[src/bbp_pkg.sv]
// constants, encodings and database map for the backplane block pager
//
// Overview of operation
// output image: index word 0, payload 1..200
// received index selects database store location
// input image: reserved, write request, 200 read words
// trailer: scan counter, identity words, port errors
// transfer status, last errors, read index 249
// trailer refreshed in every normal input image
// read and write indices step, wrap independently
// out-of-sequence index or requests break sequence
// after restart, request configuration one index each
// configuration image index 9000 with setup fields
// configuration request: 9000, error words, minus two
// fault bits set; no normal operation while faulty
// fetch command lists 6000..6003 and 6100..6103
// command blocks of 25 definitions, requested in order
// host answers every requested write index
// normal paging only touches user words 0..4999; code also reads 5200..5238, and 5000..5008 at read index 24
// input image 250 words, output image 248
// index times 200 is base, larger rejected
package bbp_pkg;

  localparam int unsigned WORD_W = 16;
  localparam int unsigned DB_AW  = 13;

  // image word positions
  localparam logic [7:0] IN_LAST      = 8'hf9;
  localparam logic [7:0] OUT_LAST     = 8'hf7;
  localparam logic [7:0] W_RSV        = 8'h00;
  localparam logic [7:0] W_REQ        = 8'h01;
  localparam logic [7:0] W_RD_FIRST   = 8'h02;
  localparam logic [7:0] W_RD_LAST    = 8'hc9;
  localparam logic [7:0] W_SCAN       = 8'hca;
  localparam logic [7:0] W_ID_FIRST   = 8'hcb;
  localparam logic [7:0] W_PERR_FIRST = 8'hd3;
  localparam logic [7:0] W_PERR_LAST  = 8'he0;
  localparam logic [7:0] W_XFER_FIRST = 8'he1;
  localparam logic [7:0] W_XFER_LAST  = 8'he6;
  localparam logic [7:0] W_LERR_FIRST = 8'he7;
  localparam logic [7:0] W_LERR_LAST  = 8'hea;
  localparam logic [7:0] W_CFG_MOD    = 8'h02;
  localparam logic [7:0] W_CFG_P1     = 8'h03;
  localparam logic [7:0] W_CFG_P2     = 8'h04;
  localparam logic [7:0] O_ID         = 8'h00;
  localparam logic [7:0] O_PAY_FIRST  = 8'h01;
  localparam logic [7:0] O_PAY_LAST   = 8'hc8;
  localparam logic [7:0] O_CFG_RCNT   = 8'h01;
  localparam logic [7:0] O_CFG_WCNT   = 8'h02;
  localparam logic [7:0] O_CFG_P1_TYP = 8'h07;
  localparam logic [7:0] O_CFG_P2_TYP = 8'h20;

  // block indices and tags
  localparam logic [15:0] CFG_ID     = 16'h2328;
  localparam logic [15:0] CMD_ID_P1  = 16'h1770;
  localparam logic [15:0] CMD_ID_P2  = 16'h17d4;
  localparam logic [15:0] CFG_TAG    = 16'hfffe;
  localparam logic [15:0] CMD_TAG    = 16'hfffd;
  localparam logic [15:0] MAX_INDEX  = 16'h0018;
  localparam logic [15:0] PORT_TYPE_MAX = 16'h0002;
  localparam logic [2:0]  CMD_BLK_LAST  = 3'h7;
  localparam logic [4:0]  FIRST_INDEX   = 5'h01;

  // database map
  localparam logic [12:0] BLOCK_WORDS  = 13'h00c8;
  localparam logic [12:0] DB_CFG_BASE  = 13'h1388;
  localparam logic [12:0] DB_STAT_BASE = 13'h1450;
  localparam logic [12:0] DB_CMD_P1    = 13'h1518;
  localparam logic [12:0] DB_CMD_P2    = 13'h1838;

  // configuration fault bits
  localparam int unsigned ERR_RCNT  = 0;
  localparam int unsigned ERR_WCNT  = 1;
  localparam int unsigned ERR_PTYPE = 0;

  // transfer status counters, words 225..230
  localparam int unsigned XF_RD   = 0;
  localparam int unsigned XF_WR   = 1;
  localparam int unsigned XF_OOS  = 2;
  localparam int unsigned XF_REJ  = 3;
  localparam int unsigned XF_CFG  = 4;
  localparam int unsigned XF_CMD  = 5;
  localparam int unsigned XF_N    = 6;

  localparam logic [1:0] PH_ADDR = 2'h0;
  localparam logic [1:0] PH_WAIT = 2'h1;
  localparam logic [1:0] PH_PUSH = 2'h2;

  typedef enum logic [1:0] {
    ST_SEND = 2'b00,
    ST_RECV = 2'b01,
    ST_HOLD = 2'b10
  } bbp_state_t;

  typedef enum logic [1:0] {
    MODE_CFG  = 2'b00,
    MODE_CMD  = 2'b01,
    MODE_NORM = 2'b10
  } bbp_mode_t;

endpackage : bbp_pkg

[src/bbp_fifo.sv]
// small fifo with valid/ready on both sides
`timescale 1ns/100ps
module bbp_fifo #(
  parameter int unsigned WIDTH = 16,
  parameter int unsigned DEPTH = 2
) (
  input  wire logic             i_clk,
  input  wire logic             i_rst_n,
  input  wire logic             i_wr_valid,
  output logic                  o_wr_ready,
  input  wire logic [WIDTH-1:0] i_wr_data,
  output logic                  o_rd_valid,
  input  wire logic             i_rd_ready,
  output logic      [WIDTH-1:0] o_rd_data
);

  localparam int unsigned AW = (DEPTH > 2) ? $clog2(DEPTH) : 1;
  localparam int unsigned CW = $clog2(DEPTH + 1);
  localparam logic [AW-1:0] PTR_LAST = AW'(DEPTH - 1);
  localparam logic [CW-1:0] CNT_FULL = CW'(DEPTH);

  logic [WIDTH-1:0] mem_q [DEPTH];
  logic [WIDTH-1:0] mem_d [DEPTH];
  logic [AW-1:0]    wr_ptr_q, wr_ptr_d;
  logic [AW-1:0]    rd_ptr_q, rd_ptr_d;
  logic [CW-1:0]    cnt_q, cnt_d;
  logic             push;
  logic             pop;

  assign o_wr_ready = (cnt_q != CNT_FULL);
  assign o_rd_valid = (cnt_q != '0);
  assign o_rd_data  = mem_q[rd_ptr_q];
  assign push       = i_wr_valid & o_wr_ready;
  assign pop        = o_rd_valid & i_rd_ready;

  always_comb begin
    mem_d    = mem_q;
    wr_ptr_d = wr_ptr_q;
    rd_ptr_d = rd_ptr_q;
    cnt_d    = cnt_q;
    if (push) begin
      mem_d[wr_ptr_q] = i_wr_data;
      wr_ptr_d = (wr_ptr_q == PTR_LAST) ? '0 : wr_ptr_q + 1'b1;
    end
    if (pop) begin
      rd_ptr_d = (rd_ptr_q == PTR_LAST) ? '0 : rd_ptr_q + 1'b1;
    end
    if (push && !pop) begin
      cnt_d = cnt_q + 1'b1;
    end else if (pop && !push) begin
      cnt_d = cnt_q - 1'b1;
    end
  end

  always_ff @(posedge i_clk or negedge i_rst_n) begin
    if (!i_rst_n) begin
      for (int i = 0; i < DEPTH; i++) begin
        mem_q[i] <= '0;
      end
      wr_ptr_q <= '0;
      rd_ptr_q <= '0;
      cnt_q    <= '0;
    end else begin
      mem_q    <= mem_d;
      wr_ptr_q <= wr_ptr_d;
      rd_ptr_q <= rd_ptr_d;
      cnt_q    <= cnt_d;
    end
  end

endmodule : bbp_fifo

[src/bbp_pager.sv]
// backplane block pager: pages the word database through the host images
`timescale 1ns/100ps
module bbp_pager #(
  // identity words; values are arbitrary
  parameter logic [31:0] PRODUCT_CODE = 32'h0000_0001,
  parameter logic [31:0] PRODUCT_VER  = 32'h0000_0001,
  parameter logic [31:0] OS_CODE      = 32'h0000_0001,
  parameter logic [31:0] RUN_NUMBER   = 32'h0000_0001,
  parameter int unsigned FIFO_DEPTH   = 2
) (
  input  wire logic                         i_clk_sys,
  input  wire logic                         i_reset_n,
  input  wire logic                         i_restart,
  input  wire logic                         i_net_cmd_req,
  input  wire logic                         i_dbg_req,
  input  wire logic                         i_out_valid,
  output logic                              o_out_ready,
  input  wire logic [bbp_pkg::WORD_W-1:0]   i_out_data,
  output logic                              o_in_valid,
  input  wire logic                         i_in_ready,
  output logic      [bbp_pkg::WORD_W-1:0]   o_in_data,
  output logic      [bbp_pkg::DB_AW-1:0]    o_db_addr,
  output logic                              o_db_we,
  output logic      [bbp_pkg::WORD_W-1:0]   o_db_wdata,
  input  wire logic [bbp_pkg::WORD_W-1:0]   i_db_rdata,
  output logic      [1:0]                   o_mode,
  output logic                              o_cfg_fault
);

  ////////////////////////////////////////////////////////////////////////////
  // reset release

  logic [1:0] rst_sync_q;
  logic       rst_n;

  always_ff @(posedge i_clk_sys or negedge i_reset_n) begin
    if (!i_reset_n) begin
      rst_sync_q <= 2'h0;
    end else begin
      rst_sync_q <= {rst_sync_q[0], 1'b1};
    end
  end
  assign rst_n = rst_sync_q[1];

  ////////////////////////////////////////////////////////////////////////////
  // state

  bbp_pkg::bbp_state_t state_q, state_d;
  bbp_pkg::bbp_mode_t  mode_q, mode_d;
  logic [7:0]                  k_q, k_d;
  logic [1:0]                  ph_q, ph_d;
  logic [4:0]                  rd_idx_q, rd_idx_d;
  logic [4:0]                  wr_idx_q, wr_idx_d;
  logic [4:0]                  nrd_q, nrd_d;
  logic [4:0]                  nwr_q, nwr_d;
  logic [2:0]                  blk_q, blk_d;
  logic [15:0]                 rx_id_q, rx_id_d;
  logic                        rx_ok_q, rx_ok_d;
  logic [15:0]                 err_mod_q, err_mod_d;
  logic [15:0]                 err_p1_q, err_p1_d;
  logic [15:0]                 err_p2_q, err_p2_d;
  logic [15:0]                 scan_q, scan_d;
  logic [15:0]                 xfer_q [bbp_pkg::XF_N];
  logic [15:0]                 xfer_d [bbp_pkg::XF_N];
  logic                        rst_pend_q, rst_pend_d;
  logic [12:0]                 db_addr_q, db_addr_d;
  logic                        db_we_q, db_we_d;
  logic [15:0]                 db_wdata_q, db_wdata_d;

  logic        push_valid;
  logic        push_ready;
  logic [15:0] push_data;
  logic [15:0] req_id;
  logic [12:0] rd_base;
  logic [12:0] rx_base;
  logic        take_restart;

  assign o_out_ready = (state_q == bbp_pkg::ST_RECV);
  assign o_db_addr   = db_addr_q;
  assign o_db_we     = db_we_q;
  assign o_db_wdata  = db_wdata_q;
  assign o_mode      = mode_q;
  assign o_cfg_fault = (err_mod_q | err_p1_q | err_p2_q) != 16'h0000;

  ////////////////////////////////////////////////////////////////////////////
  // requested index, database bases

  always_comb begin
    case (mode_q)
      bbp_pkg::MODE_CFG:  req_id = bbp_pkg::CFG_ID;
      bbp_pkg::MODE_CMD:  req_id = (blk_q[2] ? bbp_pkg::CMD_ID_P2 : bbp_pkg::CMD_ID_P1)
                                   + 16'(blk_q[1:0]);
      default:            req_id = 16'(wr_idx_q);
    endcase
  end

  // index times block size; indices stop at 24 so 4999 is the top read word, 5008 the top address
  assign rd_base = 13'(rd_idx_q) * bbp_pkg::BLOCK_WORDS;

  always_comb begin
    case (mode_q)
      bbp_pkg::MODE_CFG: rx_base = bbp_pkg::DB_CFG_BASE;
      bbp_pkg::MODE_CMD: rx_base = (blk_q[2] ? bbp_pkg::DB_CMD_P2 : bbp_pkg::DB_CMD_P1)
                                   + 13'(blk_q[1:0]) * bbp_pkg::BLOCK_WORDS;
      default:           rx_base = 13'(rx_id_q[4:0]) * bbp_pkg::BLOCK_WORDS;
    endcase
  end

  ////////////////////////////////////////////////////////////////////////////
  // input image word selection

  always_comb begin
    push_data = 16'h0000;
    if (k_q == bbp_pkg::W_REQ) begin
      push_data = req_id;
    end else if (k_q == bbp_pkg::IN_LAST) begin
      case (mode_q)
        bbp_pkg::MODE_CFG: push_data = bbp_pkg::CFG_TAG;
        bbp_pkg::MODE_CMD: push_data = bbp_pkg::CMD_TAG;
        default:           push_data = 16'(rd_idx_q);
      endcase
    end else if (mode_q == bbp_pkg::MODE_CFG) begin
      if (k_q == bbp_pkg::W_CFG_MOD) begin
        push_data = err_mod_q;
      end else if (k_q == bbp_pkg::W_CFG_P1) begin
        push_data = err_p1_q;
      end else if (k_q == bbp_pkg::W_CFG_P2) begin
        push_data = err_p2_q;
      end
    end else if (mode_q == bbp_pkg::MODE_NORM) begin
      if (k_q >= bbp_pkg::W_RD_FIRST && k_q <= bbp_pkg::W_RD_LAST) begin
        push_data = i_db_rdata;
      end else if (k_q == bbp_pkg::W_SCAN) begin
        push_data = scan_q;
      end else if (k_q > bbp_pkg::W_SCAN && k_q < bbp_pkg::W_PERR_FIRST) begin
        case (k_q - bbp_pkg::W_ID_FIRST)
          8'h00:   push_data = PRODUCT_CODE[15:0];
          8'h01:   push_data = PRODUCT_CODE[31:16];
          8'h02:   push_data = PRODUCT_VER[15:0];
          8'h03:   push_data = PRODUCT_VER[31:16];
          8'h04:   push_data = OS_CODE[15:0];
          8'h05:   push_data = OS_CODE[31:16];
          8'h06:   push_data = RUN_NUMBER[15:0];
          default: push_data = RUN_NUMBER[31:16];
        endcase
      end else if (k_q >= bbp_pkg::W_XFER_FIRST && k_q <= bbp_pkg::W_XFER_LAST) begin
        push_data = xfer_q[3'(k_q - bbp_pkg::W_XFER_FIRST)];
      end else if (k_q >= bbp_pkg::W_PERR_FIRST && k_q <= bbp_pkg::W_LERR_LAST) begin
        push_data = i_db_rdata;
      end
    end
  end

  ////////////////////////////////////////////////////////////////////////////
  // sequencing

  // restarts wait for an image boundary so the host never sees a cut image
  assign take_restart = rst_pend_q &&
                        ((state_q == bbp_pkg::ST_HOLD) ||
                         (state_q == bbp_pkg::ST_SEND && k_q == '0 &&
                          ph_q == bbp_pkg::PH_ADDR));

  always_comb begin
    state_d    = state_q;
    mode_d     = mode_q;
    k_d        = k_q;
    ph_d       = ph_q;
    rd_idx_d   = rd_idx_q;
    wr_idx_d   = wr_idx_q;
    nrd_d      = nrd_q;
    nwr_d      = nwr_q;
    blk_d      = blk_q;
    rx_id_d    = rx_id_q;
    rx_ok_d    = rx_ok_q;
    err_mod_d  = err_mod_q;
    err_p1_d   = err_p1_q;
    err_p2_d   = err_p2_q;
    scan_d     = scan_q;
    xfer_d     = xfer_q;
    db_addr_d  = db_addr_q;
    db_we_d    = 1'b0;
    db_wdata_d = db_wdata_q;
    push_valid = 1'b0;
    rst_pend_d = i_restart | (rst_pend_q & ~take_restart);

    case (state_q)
      bbp_pkg::ST_SEND: begin
        case (ph_q)
          bbp_pkg::PH_ADDR: begin
            if (k_q >= bbp_pkg::W_PERR_FIRST) begin
              db_addr_d = bbp_pkg::DB_STAT_BASE + 13'(k_q - bbp_pkg::W_PERR_FIRST);
            end else begin
              db_addr_d = rd_base + 13'(k_q - bbp_pkg::W_RD_FIRST);
            end
            ph_d = bbp_pkg::PH_WAIT;
          end
          bbp_pkg::PH_WAIT: begin
            ph_d = bbp_pkg::PH_PUSH;
          end
          bbp_pkg::PH_PUSH: begin
            push_valid = 1'b1;
            if (push_ready) begin
              ph_d = bbp_pkg::PH_ADDR;
              if (k_q == bbp_pkg::IN_LAST) begin
                k_d     = '0;
                state_d = bbp_pkg::ST_RECV;
                scan_d  = scan_q + 16'h0001;
                case (mode_q)
                  bbp_pkg::MODE_CFG: xfer_d[bbp_pkg::XF_CFG] = xfer_q[bbp_pkg::XF_CFG] + 16'h0001;
                  bbp_pkg::MODE_CMD: xfer_d[bbp_pkg::XF_CMD] = xfer_q[bbp_pkg::XF_CMD] + 16'h0001;
                  default:           xfer_d[bbp_pkg::XF_RD]  = xfer_q[bbp_pkg::XF_RD] + 16'h0001;
                endcase
              end else begin
                k_d = k_q + 8'h01;
              end
            end
          end
          default: begin
            ph_d = bbp_pkg::PH_ADDR;
          end
        endcase
      end

      bbp_pkg::ST_RECV: begin
        if (i_out_valid) begin
          if (k_q == bbp_pkg::O_ID) begin
            rx_id_d = i_out_data;
            case (mode_q)
              bbp_pkg::MODE_NORM: rx_ok_d = (i_out_data <= bbp_pkg::MAX_INDEX);
              default:            rx_ok_d = (i_out_data == req_id);
            endcase
          end else if (rx_ok_q && k_q <= bbp_pkg::O_PAY_LAST) begin
            db_we_d    = 1'b1;
            db_addr_d  = rx_base + 13'(k_q - bbp_pkg::O_PAY_FIRST);
            db_wdata_d = i_out_data;
          end
          if (rx_ok_q && mode_q == bbp_pkg::MODE_CFG) begin
            if (k_q == bbp_pkg::O_CFG_RCNT) begin
              nrd_d = i_out_data[4:0];
              err_mod_d[bbp_pkg::ERR_RCNT] = (i_out_data == 16'h0000) ||
                                             (i_out_data > bbp_pkg::MAX_INDEX);
            end
            if (k_q == bbp_pkg::O_CFG_WCNT) begin
              nwr_d = i_out_data[4:0];
              err_mod_d[bbp_pkg::ERR_WCNT] = (i_out_data == 16'h0000) ||
                                             (i_out_data > bbp_pkg::MAX_INDEX);
            end
            if (k_q == bbp_pkg::O_CFG_P1_TYP) begin
              err_p1_d[bbp_pkg::ERR_PTYPE] = (i_out_data > bbp_pkg::PORT_TYPE_MAX);
            end
            if (k_q == bbp_pkg::O_CFG_P2_TYP) begin
              err_p2_d[bbp_pkg::ERR_PTYPE] = (i_out_data > bbp_pkg::PORT_TYPE_MAX);
            end
          end
          if (k_q == bbp_pkg::OUT_LAST) begin
            k_d     = '0;
            state_d = bbp_pkg::ST_SEND;
            case (mode_q)
              bbp_pkg::MODE_CFG: begin
                // stays in configuration until a clean 9000 block arrives
                if (rx_ok_q && (err_mod_d | err_p1_d | err_p2_d) == 16'h0000) begin
                  mode_d = bbp_pkg::MODE_CMD;
                  blk_d  = '0;
                end
              end
              bbp_pkg::MODE_CMD: begin
                if (rx_ok_q) begin
                  if (blk_q == bbp_pkg::CMD_BLK_LAST) begin
                    mode_d   = bbp_pkg::MODE_NORM;
                    rd_idx_d = bbp_pkg::FIRST_INDEX;
                    wr_idx_d = bbp_pkg::FIRST_INDEX;
                  end else begin
                    blk_d = blk_q + 3'h1;
                  end
                end
              end
              default: begin
                rd_idx_d = (rd_idx_q >= nrd_q) ? bbp_pkg::FIRST_INDEX
                                               : rd_idx_q + 5'h01;
                if (rx_ok_q && rx_id_q == 16'(wr_idx_q)) begin
                  wr_idx_d = (wr_idx_q >= nwr_q) ? bbp_pkg::FIRST_INDEX
                                                 : wr_idx_q + 5'h01;
                  xfer_d[bbp_pkg::XF_WR] = xfer_q[bbp_pkg::XF_WR] + 16'h0001;
                end else if (rx_ok_q) begin
                  // foreign index stored; write request repeats
                  xfer_d[bbp_pkg::XF_OOS] = xfer_q[bbp_pkg::XF_OOS] + 16'h0001;
                end else begin
                  xfer_d[bbp_pkg::XF_REJ] = xfer_q[bbp_pkg::XF_REJ] + 16'h0001;
                end
              end
            endcase
            if (mode_d == bbp_pkg::MODE_NORM && (i_net_cmd_req || i_dbg_req)) begin
              state_d = bbp_pkg::ST_HOLD;
            end
          end else begin
            k_d = k_q + 8'h01;
          end
        end
      end

      bbp_pkg::ST_HOLD: begin
        if (!i_net_cmd_req && !i_dbg_req) begin
          state_d = bbp_pkg::ST_SEND;
        end
      end

      default: begin
        state_d = bbp_pkg::ST_SEND;
      end
    endcase

    if (take_restart) begin
      state_d  = bbp_pkg::ST_SEND;
      mode_d   = bbp_pkg::MODE_CFG;
      k_d      = '0;
      ph_d     = bbp_pkg::PH_ADDR;
      blk_d    = '0;
      rd_idx_d = bbp_pkg::FIRST_INDEX;
      wr_idx_d = bbp_pkg::FIRST_INDEX;
    end
  end

  always_ff @(posedge i_clk_sys or negedge rst_n) begin
    if (!rst_n) begin
      state_q    <= bbp_pkg::ST_SEND;
      mode_q     <= bbp_pkg::MODE_CFG;
      k_q        <= '0;
      ph_q       <= bbp_pkg::PH_ADDR;
      rd_idx_q   <= bbp_pkg::FIRST_INDEX;
      wr_idx_q   <= bbp_pkg::FIRST_INDEX;
      nrd_q      <= bbp_pkg::FIRST_INDEX;
      nwr_q      <= bbp_pkg::FIRST_INDEX;
      blk_q      <= '0;
      rx_id_q    <= '0;
      rx_ok_q    <= 1'b0;
      err_mod_q  <= '0;
      err_p1_q   <= '0;
      err_p2_q   <= '0;
      scan_q     <= '0;
      for (int i = 0; i < bbp_pkg::XF_N; i++) begin
        xfer_q[i] <= '0;
      end
      rst_pend_q <= 1'b0;
      db_addr_q  <= '0;
      db_we_q    <= 1'b0;
      db_wdata_q <= '0;
    end else begin
      state_q    <= state_d;
      mode_q     <= mode_d;
      k_q        <= k_d;
      ph_q       <= ph_d;
      rd_idx_q   <= rd_idx_d;
      wr_idx_q   <= wr_idx_d;
      nrd_q      <= nrd_d;
      nwr_q      <= nwr_d;
      blk_q      <= blk_d;
      rx_id_q    <= rx_id_d;
      rx_ok_q    <= rx_ok_d;
      err_mod_q  <= err_mod_d;
      err_p1_q   <= err_p1_d;
      err_p2_q   <= err_p2_d;
      scan_q     <= scan_d;
      xfer_q     <= xfer_d;
      rst_pend_q <= rst_pend_d;
      db_addr_q  <= db_addr_d;
      db_we_q    <= db_we_d;
      db_wdata_q <= db_wdata_d;
    end
  end

  ////////////////////////////////////////////////////////////////////////////
  // input image buffer; a stalled host holds the word sequencer

  bbp_fifo #(
    .WIDTH (bbp_pkg::WORD_W),
    .DEPTH (FIFO_DEPTH)
  ) u_in_fifo (
    .i_clk      (i_clk_sys),
    .i_rst_n    (rst_n),
    .i_wr_valid (push_valid),
    .o_wr_ready (push_ready),
    .i_wr_data  (push_data),
    .o_rd_valid (o_in_valid),
    .i_rd_ready (i_in_ready),
    .o_rd_data  (o_in_data)
  );

endmodule : bbp_pager

[config.mk]
export PLATFORM = sky130hd
export DESIGN_NAME = bbp_pager
export DESIGN_NICKNAME = d
export VERILOG_FILES = /design/src/bbp_pkg.sv /design/src/bbp_fifo.sv /design/src/bbp_pager.sv
export SDC_FILE = /design/constraint.sdc
export NUM_CORES = 1
export LEC_CHECK = 0
export ABC_AREA = 1
export BUFFER_PORTS_ARGS = -buffer_cell sky130_fd_sc_hd__buf_2
export CAP_MARGIN = 20
export CORE_ASPECT_RATIO = 1.75
export CORE_MARGIN = 3
export CORE_UTILIZATION = 45
export DETAILED_ROUTE_END_ITERATION = 7
export GPL_TIMING_DRIVEN = 0
export MAX_ROUTING_LAYER = met4
export PLACE_DENSITY_LB_ADDON = 0.25
export SETUP_SLACK_MARGIN = 0.2
export SYNTH_ARGS = -nofsm -noshare
export SYNTH_HDL_FRONTEND = slang
export SYNTH_SLANG_ARGS = --single-unit
[constraint.sdc]
create_clock -name i_clk_sys -period 8.3 [get_ports i_clk_sys]
set_input_delay 0.415 -clock i_clk_sys [delete_from_list [all_inputs] [get_ports i_clk_sys]]
set_output_delay 0.415 -clock i_clk_sys [all_outputs]
set_load 0.1 [all_outputs]
## After elaboration in Yosys (flattened, before gate mapping)

Cells that the tools add are included.

- Register bits after elaboration: 239

- Muxes and demuxes: 111
- Add/subtract/negate cells: 25
- $mul: 3
- Reductions and logical operators: 63
- Bitwise logic cells: 16
- $lt $le $gt $ge: 18
- Equality and inequality tests: 39

Operators by type and width:

| operator | count |
|---|---|
| 16-bit two-way mux | 15 |
| 16-bit by 1-bit adder with 16-bit output (second input constant) | 7 |
| 13-bit two-way mux | 5 |
| 5-bit two-way mux | 13 |
| 8-bit two-way mux | 7 |
| 2-bit two-way mux | 27 |
| 13-bit case mux with 2 select lines | 2 |
| 16-bit binary-select mux with 3-bit select | 1 |
| 32-bit bitwise mux | 1 |
| 8-bit by 3-bit equality test with 1-bit output (second input constant) | 4 |
| 8-bit less-or-equal comparator (second input constant) | 4 |
| 16-bit logical NOT | 2 |
| 16-bit case mux with 2 select lines | 1 |
| 14-bit case mux with 2 select lines | 1 |
| 13-bit adder | 2 |
| 5-bit AND reduction | 5 |
| 8-bit by 2-bit equality test with 1-bit output (second input constant) | 3 |
| 8-bit equality test (second input constant) | 3 |
| 6-bit AND reduction | 4 |
| 1-bit two-way mux | 22 |
| 3-bit two-way mux | 7 |
| 5-bit by 5-bit multiplier with 10-bit output (second input constant) | 2 |
| 5-bit case mux with 2 select lines | 2 |
| 4-bit AND reduction | 5 |
| 63 further kinds | 130 |

## Depth between registers and ports, before layout

- Depth in word-level cells: 22
- Mapped depth: 20

## Cells and area by module

A second synthesis with hierarchy kept.

- Cell total of the unflattened synthesis: 2,353
- Area, all modules: 17,102.7 um^2

By module, submodules not included:

| module | cells each | instances | seq. area each (um^2) | area each (um^2) |
|---|---|---|---|---|
| bbp_pager | 2,132 | 1 | 5,084.9 | 15,323.4 |
| bbp_fifo | 221 | 1 | 900.9 | 1,779.2 |

## Least setup slack after synthesis

Ideal clock, no wire load.

- Path type: register -> register
- From: register mode_q[1], in the netlist o_mode[1]
- To: register db_addr_q[10], in the netlist o_db_addr[10]
- Clock period less this slack: 3.571 ns
- Setup time: 0.084 ns
- Path slack: 4.729 ns
- Data arrival time: 3.486 ns
- Required time: 8.216 ns
- Path buffers: 3
- Cell stages (with the launch flop): 16
- Path through: dfrtp_1 > buf_2 > inv_2 > nand2_2 > buf_2 > buf_1 > o22ai_1 > ha_1 > a21oi_1 > o21ai_0 > a21oi_1 > nor2_1 > nor2_1 > xnor2_1 > a21oi_1 > o21ai_0

- Longest elaborated chain between the ends: 7
- Elaborated cells on any way between the ends: 8
- Classes of those cells: add/sub (1); eq/ne (1); mux (5); reduce/logical (1)

Ends and longest elaborated chain:

| item | line | text |
|---|---|---|
| from (decl) | bbp_pager.sv:49 | `bbp_pkg::bbp_mode_t mode_q, mode_d;` |
| from (signal assigned) | bbp_pager.sv:326 | `mode_q <= bbp_pkg::MODE_CFG;` |
| from (signal assigned) | bbp_pager.sv:349 | `mode_q <= mode_d;` |
| 2-bit by 1-bit equality test with 1-bit output or 2-bit logical NOT (tied branches) | bbp_pager.sv:101 | `case (mode_q)` |
| 13-bit case mux with 2 select lines (*) | bbp_pager.sv:101 |  |
| 13-bit adder (*) | bbp_pager.sv:234 | `db_addr_d = rx_base + 13'(k_q - bbp_pkg::O_PAY_FIRST);` |
| 13-bit two-way mux (*) | bbp_pager.sv:232 | `end else if (rx_ok_q && k_q <= bbp_pkg::O_PAY_LAST) begin` |
| 13-bit two-way mux (*) | bbp_pager.sv:226 | `if (k_q == bbp_pkg::O_ID) begin` |
| 13-bit two-way mux (*) | bbp_pager.sv:225 | `if (i_out_valid) begin` |
| 13-bit case mux with 2 select lines (*) | bbp_pager.sv:186 | `case (state_q)` |
| to (signal assigned) | bbp_pager.sv:365 | `db_addr_q <= db_addr_d;` |
| to (decl) | bbp_pager.sv:66 | `logic [12:0] db_addr_q, db_addr_d;` |

Every way passes the cells marked *; elsewhere a longest branch is shown, timed or not. The select of a mux whose other input is x is not followed.
A chain may end at the register's enable or synchronous reset.

## Final worst setup path

- From: register k_q[0]
- To: register db_addr_q[12], in the netlist o_db_addr[12]

- Longest elaborated chain between the ends: 6
- Elaborated cells on any way between the ends: 19
- Classes of those cells: add/sub (6); order compare (2); eq/ne (2); mux (6); reduce/logical (3)

Ends and longest elaborated chain:

| item | line | text |
|---|---|---|
| from (decl) | bbp_pager.sv:50 | `logic [7:0] k_q, k_d;` |
| from (signal assigned) | bbp_pager.sv:350 | `k_q <= k_d;` |
| 8-bit by 1-bit subtractor with 9-bit output | bbp_pager.sv:234 |  |
| 13-bit adder | bbp_pager.sv:234 |  |
| 13-bit two-way mux | bbp_pager.sv:232 |  |
| 13-bit two-way mux | bbp_pager.sv:226 |  |
| 13-bit two-way mux | bbp_pager.sv:225 |  |
| 13-bit case mux with 2 select lines | bbp_pager.sv:186 |  |

Several ways; a longest one is shown, not always the timed one. The select of a mux whose other input is x is not followed.

==> metrics.md <==
| Metric | Value |
|---|---|
| Outcome | finished clean |
| Root Buffer | sky130_fd_sc_hd__clkbuf_16 |
| Classification of the worst-slack hold path | primary input to flip-flop |
| Total global routing overflow | 0 |
| NumNets Final | 2457 |
| Placer congestion estimate | 1.01 |
| Total die area | 0.0388 mm^2 |
| PortBufs | 89 |
| Slowest cell on crit path | sky130_fd_sc_hd__dfrtp_1 |
| Accumulated negative setup slack | 0 ns |
| Number of antenna violations at the first check in global routing | 0 |
| Final count of hold timing violations | 0 |
| Area grow syn2layout | 12.8% |
| Number of endpoints failing setup at the final stage | 0 |
| Initial Utilization | 46.0% |
| Final count of pins violating max slew | 0 |
| Cell repeated most along the worst path | sky130_fd_sc_hd__nand2_1 |
| Leading cell type in the layout, fill and taps excluded | sky130_fd_sc_hd__nand2_1 |
| Proportion of power drawn by combinational gates | 50.2% |
| Leak | 9.21 nW |
| Buffers and inverters on the worst path | 4 |
| Type of element launching the critical path | flip-flop |
| Clock latency reported for the late side of the worst-skew pair | 0.56 ns |
| Sinks on Clock Net | 239 |
| Placement row count | 91 |
| X dimension of the die | 150 um |
| Setup repair after global routing missed its margin | no |
| Total I/O pin count | 90 |
| DRC errors left | 0 |
| Detailed-placement wirelength estimate | 41200 um |
| Maximum number of pins on one net before global-route repair | 64 |
| Slowest cell delay on critical path | 0.49 ns |
| Critical path, cell by cell | inv_1, clkbuf_1, buf_2, ha_1, nand2_1, nor2_1, inv_1, nor2_1, ha_1, a21o_1, nand3_1, nand4_1, nand3b_1, nand3_1, nand2_1, nand2_1, nand2_1 |
| Vias in the first global route | 15600 |
| Area of combinational cells with multiple inputs | 0.00913 mm^2 |
| FILL cells | 3510 |
| Switching power total | 2.72 mW |
| Cells on worst reg2reg path | 17 |
| Data arrival time of the worst path | 4.42 ns |
| Via total after detailed routing | 15200 |
| Cell depth of the worst setup path | 17 |
| Y dimension of the die | 258 um |
| Switching share of power | 50.1% |
| Classification of the worst setup path | flip-flop to flip-flop |
| Vias per cell | 5.41 |
| Required time at the worst-slack endpoint | 8.74 ns |
| R2R Setup Slk | 4.31 ns |
| Maximum number of buffers from clock root to sink | 3 |
| Proportion of layout cells with a drive suffix above 1 | 10.8% |
| Area of the mapped netlist | 0.0164 mm^2 |
| Clock slew at the register clock pins of the worst setup and hold paths | 0.06 ns |
| Number of routed nets with antenna violations | 0 |
| Internal power summed over all cells | 2.72 mW |
| Sequential element share of the synthesized area | 36.5% |
| Filler-free cell count of the finished design | 2811 |
| Cts bufs inserted | 26 |
| Core region area | 0.0356 mm^2 |
| Flop pwr share | 25.8% |
| Synthesized instance count | 2204 |
| Synthesized Nets | 2335 |
| Flop and latch count out of synthesis | 239 |
| Count of H-tree levels built during CTS | 1 |
| TritonCTS clock tree | built |
| Post-synthesis async set-or-reset flop share | 100% |
| Transition time of the tightest slew-check pin | 0.971 ns |
| YS warnings | 0 |
| Antenna cell count | 0 |
| Worst rel slew slack | 35.0% |
| Clock tree skew after final layout | 0.0195 ns |
| Worst setup EP type | flip-flop |
| Post-Route Hold Slack | 0.0991 ns |
| Peak supply drop | 0.000242 V |
| Count of TritonRoute iterations in the first routing pass | 5 |
| Overall Global Routing Usage | 27.2% |
| Wire length reported by the detailed router | 51600 um |
| Number of distinct library cell variants in the gate-level netlist after synthesis | 64 |
| Share of the clock period used by the worst path | 48.0% |
| Commonest cells after routing, fill and taps aside | sky130_fd_sc_hd__nand2_1, sky130_fd_sc_hd__inv_1, sky130_fd_sc_hd__dfrtp_1 |
| Number of flops mapped to enable cells by yosys | 0 |
| Highest clock rate | 0.251 GHz |
| End of the worst hold path | rx_id_q[5]$_DFFE_PN0P_ |
| Critical R2R Capture | o_db_addr[12]$_DFFE_PN0P_ |
| Sequential cell area | 0.00599 mm^2 |
| Number of placed instances with taps included | 2762 |
| Initial drt markers | 933 |
| Global-route wire length before repair | 81300 um |
| Power per unit of standard cell area | 294 mW/mm^2 |
| Clock group share of total power | 23.9% |
| Worst-path fanout max | 12 |
| Top flip-flop cell by instance count after synthesis | sky130_fd_sc_hd__dfrtp_1 |
| Max-capacitance violation count | 0 |
| Wire per inst | 18.3 um |
| Crit path max-delay family | simple AND/OR/NAND/NOR gates |
| Worst R2R Start | k_q[0]$_DFFE_PN0P_ |
| Worst Min Path Start | i_out_data[5] |
| Hold Path Stages | 3 |
| Average cell area after synthesis | 7.44 um^2 |
| Final period demand of the worst path | 3.99 ns |
==> timing repair <==
| action | CTS | global route |
|---|---|---|
| hold endpoints to repair | 2 | 0 |
| hold buffers | 1 | 0 |
| setup buffers | 0 | 0 |
| setup endpoints to repair | 0 | 0 |
| resized for setup | 0 | 0 |
==> sequential cells by signal, summed over array words and instances, names as in the netlist, 8 cells and up <==
name,count
xfer_q,96
rx_id_q,16
o_db_addr,13
k_q,8
o_db_wdata,16
scan_q,16
u_in_fifo.mem_q,32
==> worst max-delay path by stage <==
stage / from / end / slack [ns]
after floorplan: rst_sync_q[1]$_DFF_PN0_ / blk_q[0]$_DFFE_PN0P_ / 1.15
after detailed placement: k_q[0]$_DFFE_PN0P_ / o_db_addr[12]$_DFFE_PN0P_ / 4.35
after CTS: k_q[0]$_DFFE_PN0P_ / o_db_addr[12]$_DFFE_PN0P_ / 4.34
after global routing: k_q[0]$_DFFE_PN0P_ / o_db_addr[12]$_DFFE_PN0P_ / 3.94
after global placement: rst_sync_q[1]$_DFF_PN0_ / rd_idx_q[3]$_DFFE_PN0P_ / -1.85
final: k_q[0]$_DFFE_PN0P_ / o_db_addr[12]$_DFFE_PN0P_ / 4.31
==> layout make-up <==
cell class                 instances  area share (%)
buffer                            60            1.46
clock buffer                      30            3.71
clock inverter                    18            1.46
inverter                         264            5.41
multi-input combinational       1641            49.4
sequential                       239            32.4
tap                              465            3.15
timing repair buffer              94            3.02
==> cell usage after synthesis (all sizes together) (13+ instances only) <==
cell    number  area, um^2
nor4        13        81.3
clkbuf      38         143
xnor2       38         333
nand4       42         278
ha          88        1100
nor2       191         888
a21oi       81         409
inv        259         980
buf         22         126
nand2      611        2370
nor3        41         253
dfrtp      235        5880
xor2       108         946
o21ai      193         966
nand3      148         788
o211ai      14         105
==> metal layers <==
layer  share of wire, %  GRT usage, %  vias up
met3                3.6          2.57      189
met1                 36          27.0     7192
met4                8.1          18.5        0
met2                 53          49.4      435
li1                   -             -     7394
met5                  0             -        -
==> power by group through the flow <==
stage               combinational (mW)  clock (mW)  sequential, mW
floorplan                         1.57           0            1.91
global placement                  2.66           0            1.44
detailed placement                2.71           0            1.43
CTS                               2.72        1.33            1.41
global route                      2.93        1.37            1.42
finish                            2.73        1.30            1.41
==> worst register-to-register path: stages (launching register included) <==
cell,delay [ns]
sky130_fd_sc_hd__dfrtp_1,0.49
sky130_fd_sc_hd__inv_1,0.18
sky130_fd_sc_hd__clkbuf_1,0.43
sky130_fd_sc_hd__buf_2,0.39
sky130_fd_sc_hd__ha_1,0.36
sky130_fd_sc_hd__nand2_1,0.16
sky130_fd_sc_hd__nor2_1,0.23
sky130_fd_sc_hd__inv_1,0.06
sky130_fd_sc_hd__nor2_1,0.33
sky130_fd_sc_hd__ha_1,0.37
sky130_fd_sc_hd__a21o_1,0.19
sky130_fd_sc_hd__nand3_1,0.06
sky130_fd_sc_hd__nand4_1,0.13
sky130_fd_sc_hd__nand3b_1,0.19
sky130_fd_sc_hd__nand3_1,0.09
sky130_fd_sc_hd__nand2_1,0.09
sky130_fd_sc_hd__nand2_1,0.07
sky130_fd_sc_hd__nand2_1,0.05
==> logic make-up after synthesis <==
family	Yosys count	share of synthesized area, %
muxes	8	0.542
and+or+nand+nor	1066	29.3
other	1	0.0229
xor gates and xnor gates	146	7.80
DFF	239	36.5
AOI/OAI and AO/OA	328	10.9
buffers and inverters	324	7.74
adders and majority gates	92	7.21
==> stage by stage <==
stage / cell area (um^2) / utilization, % / setup slack (ns) / power (mW)
3_3_place_gp: 17400 / 48.9 / -1.85 / 4.10
6_report: 18500 / 51.9 / 4.31 / 5.44
5_1_grt: 18500 / 51.9 / 3.94 / 5.72
4_1_cts: 18500 / 51.9 / 4.34 / 5.46
3_5_place_dp: 17500 / 49.2 / 4.35 / 4.13
2_1_floorplan: 16400 / - / 1.15 / 3.48
Note: power is estimated with default switching activity, not from simulation.
